--- config.mk ---
export PLATFORM = sky130hd
export DESIGN_NAME = mic_interrupt_controller
export DESIGN_NICKNAME = d
export VERILOG_FILES = /design/src/rtl/mic_pkg.sv /design/src/rtl/mic_edge_detect.sv /design/src/rtl/mic_prio_encode.sv /design/src/rtl/mic_interrupt_controller.sv
export SDC_FILE = /design/constraint.sdc
export NUM_CORES = 1
export LEC_CHECK = 0
export CORE_MARGIN = 8
export CORE_UTILIZATION = 30
export DETAILED_ROUTE_END_ITERATION = 12
export DONT_BUFFER_PORTS = 1
export PLACE_DENSITY = 0.44
export SYNTH_ARGS = -nofsm -noshare
export SYNTH_HDL_FRONTEND = slang
export SYNTH_SLANG_ARGS = --single-unit
--- constraint.sdc ---
create_clock -name pclk -period 4.85 [get_ports pclk]
set_input_delay 0.97 -clock pclk [delete_from_list [all_inputs] [get_ports pclk]]
set_output_delay 0.97 -clock pclk [all_outputs]
set_load 0.02 [all_outputs]
--- src/rtl/mic_pkg.sv ---
// Function
// [RQ1] Accept five request pins, eight wake-up pins and 23 internal causes; the code takes 24 internal cause inputs.
// [RQ2] Among pending requests only the lowest vector number is serviced.
// [RQ3] Global mask set: flags still set, no interrupt accepted.
// [RQ4] Every request pin and wake-up pin picks rising or falling edge.
// [RQ5] Request pins 0-4 use vectors 4-8; wake-up group uses vector 9.
// [RQ6] Timer A overflow is vector 11, event counter overflow vector 12.
// [RQ7] Timer C overflow and underflow share vector 13.
// [RQ8] Timer F low half vector 14, high half vector 15.
// [RQ9] Timer G capture and overflow share vector 16.
// [RQ10] Each serial channel merges six causes: vectors 17 and 18.
// [RQ11] Conversion end vector 19; sleep direct transfer vector 20, lowest.
// [RQ12] Vectors 1-3 and 10 are reserved and never issued.
// [RQ13] Pending flags clear only on a written 0; a written 1 keeps them.
// [RQ14] Edge-select bits 7-5 read as 1 and ignore writes.
// [RQ15] Edge-select bit 4 sets edge of pin 4 and converter trigger.
// [RQ16] Edge-select bits 3-0 set pins 3-0; bit 3 timer F, bit 1 timer C pin.
// [RQ17] Enable one: timer A bit 7, wake-up group bit 5, pins bits 4-0.
// [RQ18] Request reaches core only if flag, enable set and mask clear.
package mic_pkg;
  // ----------------------------------------
  // Register word indices
  // ----------------------------------------
  localparam logic [15:0] ADDR_WAKEUP_EDGE = 16'hFF90;
  localparam logic [15:0] ADDR_REQ_EDGE = 16'hFFF2;
  localparam logic [15:0] ADDR_ENABLE_ONE = 16'hFFF3;
  localparam logic [15:0] ADDR_ENABLE_TWO = 16'hFFF4;
  localparam logic [15:0] ADDR_PEND_ONE = 16'hFFF6;
  localparam logic [15:0] ADDR_PEND_TWO = 16'hFFF7;
  localparam logic [15:0] ADDR_WAKEUP_PEND = 16'hFFF9;
  // Offsets not multiple of four: above are indices, byte address is index * 4
  localparam int ADDR_SHIFT = 2;
  // ----------------------------------------
  // Reset values
  // ----------------------------------------
  localparam logic [7:0] RST_WAKEUP_EDGE = 8'h00;
  localparam logic [7:0] RST_REQ_EDGE = 8'hE0;
  localparam logic [7:0] RST_ENABLE = 8'h00;
  localparam logic [7:0] RST_PEND_ONE = 8'h20;
  localparam logic [7:0] RST_PEND_TWO = 8'h00;
  localparam logic [7:0] RST_WAKEUP_PEND = 8'h00;
  localparam logic [7:0] REQ_EDGE_FIXED = 8'hE0;
  // ----------------------------------------
  // Field positions
  // ----------------------------------------
  localparam int BIT_TIMER_A = 7;
  localparam int BIT_WAKEUP = 5;
  localparam int BIT_DIRECT = 7;
  localparam int BIT_CONV = 6;
  localparam int BIT_TIMER_G = 4;
  localparam int BIT_TIMER_FH = 3;
  localparam int BIT_TIMER_FL = 2;
  localparam int BIT_TIMER_C = 1;
  localparam int BIT_EVENT_CNT = 0;
  localparam int BIT_PIN4 = 4;
  localparam int BIT_PIN3 = 3;
  localparam int BIT_PIN1 = 1;
  // ----------------------------------------
  // Vector numbers
  // ----------------------------------------
  localparam logic [4:0] VEC_PIN0 = 5'h04;
  localparam logic [4:0] VEC_WAKEUP = 5'h09;
  localparam logic [4:0] VEC_TIMER_A = 5'h0B;
  localparam logic [4:0] VEC_EVENT_CNT = 5'h0C;
  localparam logic [4:0] VEC_TIMER_C = 5'h0D;
  localparam logic [4:0] VEC_TIMER_FL = 5'h0E;
  localparam logic [4:0] VEC_TIMER_FH = 5'h0F;
  localparam logic [4:0] VEC_TIMER_G = 5'h10;
  localparam logic [4:0] VEC_SERIAL1 = 5'h11;
  localparam logic [4:0] VEC_SERIAL2 = 5'h12;
  localparam logic [4:0] VEC_CONV = 5'h13;
  localparam logic [4:0] VEC_DIRECT = 5'h14;
  localparam int NUM_SLOTS = 16;
endpackage : mic_pkg

--- src/rtl/mic_edge_detect.sv ---
`timescale 1ns/1ps
// ----------------------------------------
// Selectable edge detector, one per pin
// ----------------------------------------
module mic_edge_detect #(
  parameter int WIDTH = 8
) (
  input wire logic pclk,
  input wire logic presetn,
  input wire logic [WIDTH-1:0] pin,
  input wire logic [WIDTH-1:0] rising,
  output logic [WIDTH-1:0] hit
);
  logic [WIDTH-1:0] prev_ff;

  always_ff @(posedge pclk or negedge presetn)
  begin
    if (!presetn)
      prev_ff <= '1;
    else
      prev_ff <= pin;
  end

  genvar g;
  generate
    for (g = 0; g < WIDTH; g++)
    begin : g_bit
      // Rising when select is 1, falling otherwise
      assign hit[g] = rising[g] ? (pin[g] & ~prev_ff[g]) : (~pin[g] & prev_ff[g]); // [RQ4]
    end
  endgenerate
endmodule : mic_edge_detect

--- src/rtl/mic_prio_encode.sv ---
`timescale 1ns/1ps
// ----------------------------------------
// Fixed priority: slot 0 highest
// ----------------------------------------
module mic_prio_encode #(
  parameter int N = 16
) (
  input wire logic [N-1:0] req,
  output logic any,
  output logic [$clog2(N)-1:0] idx
);
  always_comb
  begin
    any = |req;
    idx = '0;
    for (int i = N - 1; i >= 0; i--)
    begin
      if (req[i])
        idx = i[$clog2(N)-1:0]; // [RQ2]
    end
  end
endmodule : mic_prio_encode

--- src/rtl/mic_interrupt_controller.sv ---
// Added by the designer: the APB register port.
`timescale 1ns/1ps
module mic_interrupt_controller (
  input wire logic pclk,
  input wire logic presetn,
  input wire logic psel,
  input wire logic penable,
  input wire logic pwrite,
  input wire logic [17:0] paddr,
  input wire logic [31:0] pwdata,
  output logic [31:0] prdata,
  output logic pready,
  output logic pslverr,
  input wire logic [4:0] request_pin,
  input wire logic [7:0] wakeup_pin,
  input wire logic timer_f_event_pin,
  input wire logic timer_c_event_pin,
  input wire logic converter_trigger_pin,
  input wire logic timer_a_ovf,
  input wire logic event_cnt_ovf,
  input wire logic [1:0] timer_c_event,
  input wire logic [1:0] timer_fl_event,
  input wire logic [1:0] timer_fh_event,
  input wire logic [1:0] timer_g_event,
  input wire logic [5:0] serial1_event,
  input wire logic [5:0] serial2_event,
  input wire logic conv_end,
  input wire logic sleep_exec,
  input wire logic global_mask,
  input wire logic irq_ack,
  output logic irq,
  output logic [4:0] irq_vector,
  output logic [15:0] irq_vector_addr,
  output logic timer_f_pin_hit,
  output logic timer_c_pin_hit,
  output logic converter_trigger_hit
);
  // ----------------------------------------
  // Registers
  // ----------------------------------------
  logic [7:0] wakeup_edge_select_ff;
  logic [4:0] request_edge_select_ff;
  logic [7:0] source_enable_one_ff;
  logic [7:0] source_enable_two_ff;
  logic [7:0] pending_flags_one_ff;
  logic [7:0] pending_flags_two_ff;
  logic [7:0] wakeup_pending_flags_ff;
  logic irq_ff;
  logic [4:0] vec_ff;
  logic [15:0] vec_addr_ff;
  logic [31:0] prdata_ff;

  // ----------------------------------------
  // APB decode
  // ----------------------------------------
  logic wr_en;
  logic rd_en;
  logic [15:0] word_idx;
  logic [7:0] wbyte;
  assign word_idx = paddr[17:2];
  assign wr_en = psel & penable & pwrite;
  assign rd_en = psel & penable & ~pwrite;
  assign wbyte = pwdata[7:0];
  assign pready = 1'b1;

  function automatic logic hit_reg(input logic [15:0] idx, input logic [15:0] reg_idx);
    hit_reg = (idx == reg_idx);
  endfunction : hit_reg

  logic mapped;
  assign mapped = hit_reg(word_idx, mic_pkg::ADDR_WAKEUP_EDGE)
                | hit_reg(word_idx, mic_pkg::ADDR_REQ_EDGE)
                | hit_reg(word_idx, mic_pkg::ADDR_ENABLE_ONE)
                | hit_reg(word_idx, mic_pkg::ADDR_ENABLE_TWO)
                | hit_reg(word_idx, mic_pkg::ADDR_PEND_ONE)
                | hit_reg(word_idx, mic_pkg::ADDR_PEND_TWO)
                | hit_reg(word_idx, mic_pkg::ADDR_WAKEUP_PEND);
  assign pslverr = psel & penable & ~mapped;

  // ----------------------------------------
  // Edge detection
  // ----------------------------------------
  logic [4:0] req_hit;
  logic [7:0] wk_hit;
  logic [2:0] aux_hit;
  logic [2:0] aux_rise;

  mic_edge_detect #(.WIDTH(5)) u_req_edge (
    .pclk(pclk),
    .presetn(presetn),
    .pin(request_pin),
    .rising(request_edge_select_ff), // [RQ16]
    .hit(req_hit)
  );

  mic_edge_detect #(.WIDTH(8)) u_wk_edge (
    .pclk(pclk),
    .presetn(presetn),
    .pin(wakeup_pin),
    .rising(wakeup_edge_select_ff), // [RQ4]
    .hit(wk_hit)
  );

  // Shared polarity for timer F, timer C and converter trigger pins
  assign aux_rise = {request_edge_select_ff[mic_pkg::BIT_PIN4], // [RQ15]
                     request_edge_select_ff[mic_pkg::BIT_PIN1], // [RQ16]
                     request_edge_select_ff[mic_pkg::BIT_PIN3]}; // [RQ16]

  mic_edge_detect #(.WIDTH(3)) u_aux_edge (
    .pclk(pclk),
    .presetn(presetn),
    .pin({converter_trigger_pin, timer_c_event_pin, timer_f_event_pin}),
    .rising(aux_rise),
    .hit(aux_hit)
  );

  // ----------------------------------------
  // Pin edge pulses to timers and converter
  // ----------------------------------------
  logic [2:0] aux_hit_ff;
  always_ff @(posedge pclk or negedge presetn)
  begin
    if (!presetn)
      aux_hit_ff <= 3'h0;
    else
      aux_hit_ff <= aux_hit;
  end
  assign timer_f_pin_hit = aux_hit_ff[0];
  assign timer_c_pin_hit = aux_hit_ff[1];
  assign converter_trigger_hit = aux_hit_ff[2];

  // ----------------------------------------
  // Event sets
  // ----------------------------------------
  logic [7:0] set_one;
  logic [7:0] set_two;
  always_comb
  begin
    set_one = 8'h00;
    set_one[4:0] = req_hit; // [RQ1]
    set_one[mic_pkg::BIT_TIMER_A] = timer_a_ovf;
    set_two = 8'h00;
    set_two[mic_pkg::BIT_DIRECT] = sleep_exec; // [RQ11]
    set_two[mic_pkg::BIT_CONV] = conv_end;
    set_two[mic_pkg::BIT_TIMER_G] = |timer_g_event; // [RQ9]
    set_two[mic_pkg::BIT_TIMER_FH] = |timer_fh_event; // [RQ8]
    set_two[mic_pkg::BIT_TIMER_FL] = |timer_fl_event; // [RQ8]
    set_two[mic_pkg::BIT_TIMER_C] = |timer_c_event; // [RQ7]
    set_two[mic_pkg::BIT_EVENT_CNT] = event_cnt_ovf;
  end

  // ----------------------------------------
  // Configuration registers
  // ----------------------------------------
  always_ff @(posedge pclk or negedge presetn)
  begin
    if (!presetn)
      wakeup_edge_select_ff <= mic_pkg::RST_WAKEUP_EDGE;
    else if (wr_en && hit_reg(word_idx, mic_pkg::ADDR_WAKEUP_EDGE))
      wakeup_edge_select_ff <= wbyte;
  end

  always_ff @(posedge pclk or negedge presetn)
  begin
    if (!presetn)
      request_edge_select_ff <= mic_pkg::RST_REQ_EDGE[4:0];
    else if (wr_en && hit_reg(word_idx, mic_pkg::ADDR_REQ_EDGE))
      request_edge_select_ff <= wbyte[4:0]; // [RQ14]
  end

  always_ff @(posedge pclk or negedge presetn)
  begin
    if (!presetn)
      source_enable_one_ff <= mic_pkg::RST_ENABLE;
    else if (wr_en && hit_reg(word_idx, mic_pkg::ADDR_ENABLE_ONE))
      source_enable_one_ff <= wbyte; // [RQ17]
  end

  always_ff @(posedge pclk or negedge presetn)
  begin
    if (!presetn)
      source_enable_two_ff <= mic_pkg::RST_ENABLE;
    else if (wr_en && hit_reg(word_idx, mic_pkg::ADDR_ENABLE_TWO))
      source_enable_two_ff <= wbyte;
  end

  // ----------------------------------------
  // Pending flags: zero write clears, set wins
  // ----------------------------------------
  function automatic logic [7:0] flag_next(input logic [7:0] cur, input logic [7:0] set,
                                           input logic clr_sel, input logic [7:0] wd);
    logic [7:0] kept;
    kept = clr_sel ? (cur & wd) : cur; // [RQ13]
    flag_next = kept | set; // [RQ3] [RQ18]
  endfunction : flag_next

  always_ff @(posedge pclk or negedge presetn)
  begin
    if (!presetn)
      pending_flags_one_ff <= mic_pkg::RST_PEND_ONE;
    else
      pending_flags_one_ff <= flag_next(pending_flags_one_ff, set_one,
                                        wr_en && hit_reg(word_idx, mic_pkg::ADDR_PEND_ONE), wbyte);
  end

  always_ff @(posedge pclk or negedge presetn)
  begin
    if (!presetn)
      pending_flags_two_ff <= mic_pkg::RST_PEND_TWO;
    else
      pending_flags_two_ff <= flag_next(pending_flags_two_ff, set_two,
                                        wr_en && hit_reg(word_idx, mic_pkg::ADDR_PEND_TWO), wbyte);
  end

  always_ff @(posedge pclk or negedge presetn)
  begin
    if (!presetn)
      wakeup_pending_flags_ff <= mic_pkg::RST_WAKEUP_PEND;
    else
      wakeup_pending_flags_ff <= flag_next(wakeup_pending_flags_ff, wk_hit,
                                           wr_en && hit_reg(word_idx, mic_pkg::ADDR_WAKEUP_PEND),
                                           wbyte);
  end

  // Serial channels have their own flags in their modules; merged here
  logic serial1_req;
  logic serial2_req;
  assign serial1_req = |serial1_event; // [RQ10]
  assign serial2_req = |serial2_event; // [RQ10]

  // ----------------------------------------
  // Priority resolution
  // ----------------------------------------
  logic [mic_pkg::NUM_SLOTS-1:0] slot_req;
  logic [4:0] slot_vec [mic_pkg::NUM_SLOTS];
  logic any_req;
  logic [3:0] win_idx;

  always_comb
  begin
    // Slots ordered by vector; reserved vectors have no slot
    slot_req[4:0] = pending_flags_one_ff[4:0] & source_enable_one_ff[4:0]; // [RQ18]
    slot_req[5] = (|wakeup_pending_flags_ff) & source_enable_one_ff[mic_pkg::BIT_WAKEUP];
    slot_req[6] = pending_flags_one_ff[mic_pkg::BIT_TIMER_A]
                & source_enable_one_ff[mic_pkg::BIT_TIMER_A];
    slot_req[7] = pending_flags_two_ff[mic_pkg::BIT_EVENT_CNT]
                & source_enable_two_ff[mic_pkg::BIT_EVENT_CNT];
    slot_req[8] = pending_flags_two_ff[mic_pkg::BIT_TIMER_C]
                & source_enable_two_ff[mic_pkg::BIT_TIMER_C];
    slot_req[9] = pending_flags_two_ff[mic_pkg::BIT_TIMER_FL]
                & source_enable_two_ff[mic_pkg::BIT_TIMER_FL];
    slot_req[10] = pending_flags_two_ff[mic_pkg::BIT_TIMER_FH]
                 & source_enable_two_ff[mic_pkg::BIT_TIMER_FH];
    slot_req[11] = pending_flags_two_ff[mic_pkg::BIT_TIMER_G]
                 & source_enable_two_ff[mic_pkg::BIT_TIMER_G];
    slot_req[12] = serial1_req;
    slot_req[13] = serial2_req;
    slot_req[14] = pending_flags_two_ff[mic_pkg::BIT_CONV]
                 & source_enable_two_ff[mic_pkg::BIT_CONV];
    slot_req[15] = pending_flags_two_ff[mic_pkg::BIT_DIRECT]
                 & source_enable_two_ff[mic_pkg::BIT_DIRECT];
    for (int i = 0; i < 5; i++)
      slot_vec[i] = mic_pkg::VEC_PIN0 + 5'(i); // [RQ5]
    slot_vec[5] = mic_pkg::VEC_WAKEUP; // [RQ5]
    slot_vec[6] = mic_pkg::VEC_TIMER_A; // [RQ6] [RQ12]
    slot_vec[7] = mic_pkg::VEC_EVENT_CNT; // [RQ6]
    slot_vec[8] = mic_pkg::VEC_TIMER_C; // [RQ7]
    slot_vec[9] = mic_pkg::VEC_TIMER_FL; // [RQ8]
    slot_vec[10] = mic_pkg::VEC_TIMER_FH; // [RQ8]
    slot_vec[11] = mic_pkg::VEC_TIMER_G; // [RQ9]
    slot_vec[12] = mic_pkg::VEC_SERIAL1; // [RQ10]
    slot_vec[13] = mic_pkg::VEC_SERIAL2; // [RQ10]
    slot_vec[14] = mic_pkg::VEC_CONV; // [RQ11]
    slot_vec[15] = mic_pkg::VEC_DIRECT; // [RQ11]
  end

  mic_prio_encode #(.N(mic_pkg::NUM_SLOTS)) u_prio (
    .req(slot_req),
    .any(any_req),
    .idx(win_idx)
  );

  // ----------------------------------------
  // Core request outputs
  // ----------------------------------------
  // Ack drops the request for one cycle so the core never takes it twice
  always_ff @(posedge pclk or negedge presetn)
  begin
    if (!presetn)
      irq_ff <= 1'b0;
    else
      irq_ff <= any_req & ~global_mask & ~irq_ack; // [RQ3] [RQ18]
  end

  // ----------------------------------------
  // Vector outputs
  // ----------------------------------------
  // Table entry is a word, so its byte address is twice the vector
  always_ff @(posedge pclk or negedge presetn)
  begin
    if (!presetn)
    begin
      vec_ff <= 5'h00;
      vec_addr_ff <= 16'h0000;
    end
    else
    begin
      vec_ff <= slot_vec[win_idx]; // [RQ2]
      vec_addr_ff <= {10'h000, slot_vec[win_idx], 1'b0}; // [RQ5]
    end
  end
  assign irq = irq_ff;
  assign irq_vector = vec_ff;
  assign irq_vector_addr = vec_addr_ff;

  // ----------------------------------------
  // Read data
  // ----------------------------------------
  always_ff @(posedge pclk or negedge presetn)
  begin
    if (!presetn)
      prdata_ff <= 32'h0000_0000;
    else if (psel && !penable && !pwrite)
    begin
      prdata_ff <= 32'h0000_0000;
      if (hit_reg(word_idx, mic_pkg::ADDR_WAKEUP_EDGE))
        prdata_ff[7:0] <= wakeup_edge_select_ff;
      if (hit_reg(word_idx, mic_pkg::ADDR_REQ_EDGE))
        prdata_ff[7:0] <= mic_pkg::REQ_EDGE_FIXED | {3'h0, request_edge_select_ff}; // [RQ14]
      if (hit_reg(word_idx, mic_pkg::ADDR_ENABLE_ONE))
        prdata_ff[7:0] <= source_enable_one_ff;
      if (hit_reg(word_idx, mic_pkg::ADDR_ENABLE_TWO))
        prdata_ff[7:0] <= source_enable_two_ff;
      if (hit_reg(word_idx, mic_pkg::ADDR_PEND_ONE))
        prdata_ff[7:0] <= pending_flags_one_ff;
      if (hit_reg(word_idx, mic_pkg::ADDR_PEND_TWO))
        prdata_ff[7:0] <= pending_flags_two_ff;
      if (hit_reg(word_idx, mic_pkg::ADDR_WAKEUP_PEND))
        prdata_ff[7:0] <= wakeup_pending_flags_ff;
    end
  end
  assign prdata = prdata_ff;
endmodule : mic_interrupt_controller

==> results of run 1 <==
worst max-delay path by stage:
stage | slack [ns] | end | cells past startpoint | startpoint
floorplan | 1.56 | pslverr | 5 | paddr[11]
global placement | 1.58 | pslverr | 5 | paddr[11]
detailed placement | 1.56 | pslverr | 5 | paddr[11]
CTS | 1.56 | pslverr | 5 | paddr[11]
global route | 1.46 | pslverr | 5 | paddr[11]
finish | 1.57 | pslverr | 5 | paddr[11]
cell families after synthesis:
| group | synth area share (%) |
|---|---|
| and+or+nand+nor | 18.99 |
| adders and majority gates | 0.2767 |
| buffers and inverters | 8.137 |
| AOI/OAI and AO/OA | 15.94 |
| other | 0.1661 |
| DFF | 48.08 |
| muxes | 8.414 |
cells in the mapped netlist (7+ instances only):
| library cell | instances | share of area [%] |
|---|---|---|
| a21oi_1 | 14 | 1.6 |
| buf_4 | 41 | 6.8 |
| dfrtp_1 | 69 | 38 |
| dfstp_2 | 17 | 9.9 |
| mux2_2 | 32 | 8.0 |
| nand2_1 | 51 | 4.2 |
| nand2b_1 | 13 | 1.8 |
| nand3_1 | 8 | 0.89 |
| nor2_1 | 36 | 3.0 |
| nor4_1 | 7 | 0.97 |
| o211ai_1 | 15 | 2.5 |
| o21ai_0 | 33 | 3.7 |
power by group through the flow:
| stage | clock (µW) | sequential, µW | combinational, µW |
|---|---|---|---|
| CTS | 819 | 756 | 58.8 |
| detailed placement | 0 | 769 | 58.6 |
| global route | 847 | 757 | 66.4 |
| finish | 799 | 755 | 59.6 |
| floorplan | 0 | 764 | 80.5 |
| global placement | 0 | 769 | 57.7 |
per-stage QoR:
stage | cells | hold WS, ns | instance area (µm²) | util (%) | setup WS, ns
after global routing | 627 | 0.3047 | 4872 | 32.53 | 1.463
after global placement | 611 | 0.4439 | 4531 | 30.25 | 1.583
after CTS | 627 | 0.3031 | 4872 | 32.53 | 1.564
after detailed placement | 611 | 0.4477 | 4531 | 30.25 | 1.562
final | 627 | 0.3200 | 4872 | 32.53 | 1.571
after floorplan | 474 | 0.4383 | 4648 | - | 1.559
sequential cells by signal, summed over array words and instances (netlist names):
name,flops
aux_hit_ff,3
irq,1
irq_vector_addr,5
pending_flags_one_ff,8
pending_flags_two_ff,8
prdata,8
request_edge_select_ff,5
source_enable_one_ff,8
source_enable_two_ff,8
u_aux_edge.prev_ff,3
u_req_edge.prev_ff,5
u_wk_edge.prev_ff,8
wakeup_edge_select_ff,8
wakeup_pending_flags_ff,8
metal layers:
layer	share of wire, %	wire, µm	vias to the layer above	global-route usage [%]
li1	-	-	1511	-
met1	42	5261	1605	15.72
met5	0.080	10	-	0
met3	8.5	1060	13	5.095
met2	48	5978	94	21.23
met4	1.4	175	2	5.546
worst max-delay path, delay by kind of cell:
| family | cells | cell delay, ns |
|---|---|---|
| AND/OR/NAND/NOR | 4 | 1.16 |
| buffers and inverters | 1 | 0.18 |
cell type report:
| class | instances | area [µm²] | share of cell area [%] |
|---|---|---|---|
| Clock buffer | 12 | 246.5 | 5.059 |
| Timing Repair Buffer | 1 | 7.507 | 0.1541 |
| Clock inverter | 4 | 95.09 | 1.952 |
| Sequential cell | 86 | 2173 | 44.61 |
| Multi-Input combinational cell | 334 | 2107 | 43.25 |
| Tap cell | 188 | 235.2 | 4.828 |
| Inverter | 2 | 7.507 | 0.1541 |
==> impl_metrics.ini, run 1 <==
[global_routing]
grt_start_max_net_pins = 87
grt-ovfl-total = 0
grt_first_pass_wirelength_um = 19750
grt_antenna_before_repair = 1
grt_pass1_vias = 3330
grt_usage_pct = 13.29

[detailed_routing]
first_iter_violations = 142
via_count = 3225
drc = 0
dr.pass1.iters = 4
routedWlPerCell_um = 19.91
vias_per_cell = 5.144
routed_wl_um = 12490
ant_nets = 0

[cells_and_area]
layout_commonest_cell = dfrtp_1
n_fill_cell = 1519
fin_nets = 532
final_cell_mix = dfrtp_1 (69), nand2_1 (51), nor2_1 (36), conb_1 (36), o21ai_0 (33)
drive_above_1_share_pct = 19.36
diodes = 0
area_growth_pct = 7.777

[power]
swShare_pct = 21.31
power.density_cell_area_mw_per_mm2 = 331.3
switchingPower_uw = 344.0
pwr-share-clk_pct = 49.5
irDropWorstVdd_mv = 0.1512
power_frac_seq_pct = 46.8
p_leak_uw = 0.001974
p_comb_share_pct = 3.7
internal-power_uw = 1270
p_total_uw = 1614

[die]
ios = 156
initial_utilization_pct = 30.18
dieArea_mm2 = 0.01925
die_h_um = 138.8
core_area_mm2 = 0.01498
rows = 45
die_w_um = 138.8

[cts]
htree_levels = 3
cts_buffers = 9
postCtsSetupBuffers = 0
cts_resized = 0
cts.sinks = 86
root_buffer = clkbuf_16
clk_latency_ns = 0.35
cts_buffer_depth = 2
tritoncts = done
cts.reportedPaths.clkPinSlew_ns = 0.06
cts_hold_buffers = 0

[critical_path]
start_kind = input pin
r2r_end = irq_vector_addr[2]$_DFF_PN0_
crit_arrival_ns = 2.31
cp_slowest_cell = and4b_1
endpoint_kind = output pin
crit_required_ns = 3.88
path_cells = nand2_1 > nor4_4 > and4b_1 > nor4_1 > buf_4
critPathMaxFanout = 9
r2r_setup_slack_ns = 2.43
reg2reg_from = wakeup_pending_flags_ff[2]$_DFF_PN0_
crit_type = input pin to output pin
ff2ff_path_depth = 8
max_stage_delay_ns = 0.47

[logic_synthesis]
synth_edf_count = 0
yosysWarnings = 0
synth_top_flop_cell = dfrtp_1
synth.avg_cell_area_um2 = 10.27
synth_area_mm2 = 0.004521
synthCells = 440
synthArstFlopShare_pct = 100.0
synth-seq-area-share_pct = 48.08
synthDistinctLibCells = 62
ys_seq_elements = 86

[run_status]
status = finished, final reports clean

[timing]
finalHoldViolCount = 0
tightest_slew_ns = 0.8485
timing.setup.tns_ns = 0
period_needed_ns = 3.279
skew_ns = 0.01359
rsz0062_at_grt = false
fmax_ghz = 0.3049
slew_headroom_pct = 43.31
slew_violations = 0
finalCritPeriodShare_pct = 67.62
setup_viol = 0

[run]
maxCapViolations = 0

[placed_design]
dp_hpwl_um = 9565
routabilityCongestion = 0.7964
io_buffer_count = 0

[min_path]
hp-class = input pin to asynchronous set/reset pin
(Power assumes the default switching activity.)
==> run 2: changes to the inputs <==
--- a/config.mk
+++ b/config.mk
@@ -9,7 +9,7 @@
 export CORE_UTILIZATION = 30
 export DETAILED_ROUTE_END_ITERATION = 12
 export DONT_BUFFER_PORTS = 1
-export PLACE_DENSITY = 0.44
+export PLACE_DENSITY = 0.45
 export SYNTH_ARGS = -nofsm -noshare
 export SYNTH_HDL_FRONTEND = slang
 export SYNTH_SLANG_ARGS = --single-unit
==> constraint.sdc (replaced) <==
create_clock -name pclk -period 2.98 [get_ports pclk]
set_input_delay 0.596 -clock pclk [delete_from_list [all_inputs] [get_ports pclk]]
set_output_delay 0.596 -clock pclk [all_outputs]
set_load 0.02 [all_outputs]
==> impl_metrics.ini, run 2 (same netlist as run 1, synthesis figures left out) <==
[cts]
htree_levels = 3
cts_buffers = 9
cts_buffer_depth = 2
cts.reportedPaths.clkPinSlew_ns = 0.06
clk_latency_ns = 0.34
root_buffer = clkbuf_16
cts_resized = 0
cts.sinks = 86
tritoncts = done

[timing]
period_needed_ns = 2.444
holdWs_ns = 0.1035
finalCritPeriodShare_pct = 82.00
fmax_ghz = 0.4092
slew_violations = 0
slew_headroom_pct = 54.95
setup_viol = 0
timing.setup.tns_ns = 0
skew_ns = 0.007144
finalHoldViolCount = 0
rsz0062_at_grt = false
fin_ws_ns = 0.5364
tightest_slew_ns = 0.6707

[detailed_routing]
routed_wl_um = 12970
first_iter_violations = 218
via_count = 3329
drc = 0
ant_nets = 0
vias_per_cell = 5.276
dr.pass1.iters = 5
routedWlPerCell_um = 20.55

[power]
p_leak_uw = 0.002002
power.density_cell_area_mw_per_mm2 = 531.5
irDropWorstVdd_mv = 0.2445

[cells_and_area]
fin_nets = 536
layout_commonest_cell = dfrtp_1
diodes = 0
instances_no_fill = 631
drive_above_1_share_pct = 20.32
area_growth_pct = 8.746
n_fill_cell = 1523
final_area_mm2 = 0.004916
final_cell_mix = dfrtp_1 (69), nand2_1 (51), nor2_1 (36), conb_1 (36), o21ai_0 (33)

[placed_design]
routabilityCongestion = 0.8317
place_area_mm2 = 0.004553
dp_cells = 614
dp_slack_ns = 0.1805
io_buffer_count = 0
dp_hpwl_um = 9593

[die]
core_area_mm2 = 0.01498
dieArea_mm2 = 0.01925
initial_utilization_pct = 30.18
rows = 45
die_w_um = 138.8
ios = 156
die_h_um = 138.8

[global_routing]
grt_usage_pct = 13.65
grt_antenna_before_repair = 1
grt_start_max_net_pins = 70
grt_pass1_vias = 3354
met3_usage_pct = 4.957
grt_busiest_layer = met2
met2_usage_pct = 21.31
grt_first_pass_wirelength_um = 20190
grt-ovfl-total = 0
use_met1_pct = 16.87

[critical_path]
start_kind = input pin
r2r_setup_slack_ns = 0.57
crit_required_ns = 3.20
crit_arrival_ns = 2.67
endpoint_kind = flip-flop
reg2reg_from = wakeup_pending_flags_ff[2]$_DFF_PN0_
critPathMaxFanout = 3
cp_slowest_cell = nor4_1
r2r_end = irq_vector_addr[2]$_DFF_PN0_
max_stage_delay_ns = 0.42
startpoint = serial2_event[1]
critPathCapture = irq_vector_addr[2]$_DFF_PN0_
ff2ff_path_depth = 8
path_cells = nor4_1 > nand4b_1 > a21bo_2 > a221o_1 > a21oi_1 > ha_1 > inv_1 > a2bb2o_1
crit_type = input pin to flip-flop

[min_path]
hp-class = input pin to asynchronous set/reset pin

[run]
maxCapViolations = 0

[run_status]
status = finished, final reports clean
run 2: cell count changes in the layout (fill, tap and decap cells not counted):
cell,previous run,this run
buf_4,1,4
clkbuf_1,2,1
clkbuf_8,1,3
bufinv_16,3,2
buf_16,0,1
run 2: metal layers:
| layer | routed length, µm | vias to the layer above | share of wire [%] |
|---|---|---|---|
| met3 | 1170 | 14 | 9.0 |
| met4 | 209 | 2 | 1.6 |
| met2 | 6067 | 125 | 47 |
| li1 | - | 1520 | - |
| met5 | 8 | - | 0.062 |
| met1 | 5514 | 1668 | 43 |
run 2: where the power goes:
part	total, µW	internal, µW	switching [µW]
clock network	1260	802	460
logic	121	31.0	89.7
registers	1230	1200	30.6
total	2610	2030	580
run 2: critical path: cells and delay by family:
kind / cells / cell delay (ns)
buffers and inverters: 1 / 0.05
and+or+nand+nor: 2 / 0.59
adders and majority gates: 1 / 0.30
AOI/OAI and AO/OA: 4 / 1.13
run 2: repair_timing:
item,4_1_cts,5_1_grt
endpoints found under the hold margin,69,0
buffers inserted,0,0
hold buffers,1,0
run 2: cell type report:
| class | instances | area (µm²) | area share (%) |
|---|---|---|---|
| Clock buffer | 13 | 270.3 | 5.498 |
| Sequential cell | 86 | 2173 | 44.21 |
| Multi-Input combinational cell | 334 | 2107 | 42.86 |
| Timing Repair Buffer | 5 | 57.56 | 1.171 |
| Clock inverter | 3 | 65.06 | 1.323 |
| Tap cell | 188 | 235.2 | 4.785 |
| Inverter | 2 | 7.507 | 0.1527 |
run 2: worst min-delay path by stage:
stage | to | start
final | u_req_edge.prev_ff[0]$_DFF_PN1_ | presetn
after global routing | u_aux_edge.prev_ff[2]$_DFF_PN1_ | presetn
after floorplan | aux_hit_ff[0]$_DFF_PN0_ | presetn
after detailed placement | irq$_DFF_PN0_ | presetn
after CTS | u_aux_edge.prev_ff[2]$_DFF_PN1_ | presetn
after global placement | irq$_DFF_PN0_ | presetn
run 2: metrics by stage:
| stage | power, µW | utilization [%] |
|---|---|---|
| after floorplan | 1375 | - |
| after global placement | 1346 | 30.40 |
| after detailed placement | 1348 | 30.40 |
| after CTS | 2648 | 32.82 |
| after global routing | 2709 | 32.82 |
| final | 2613 | 32.82 |
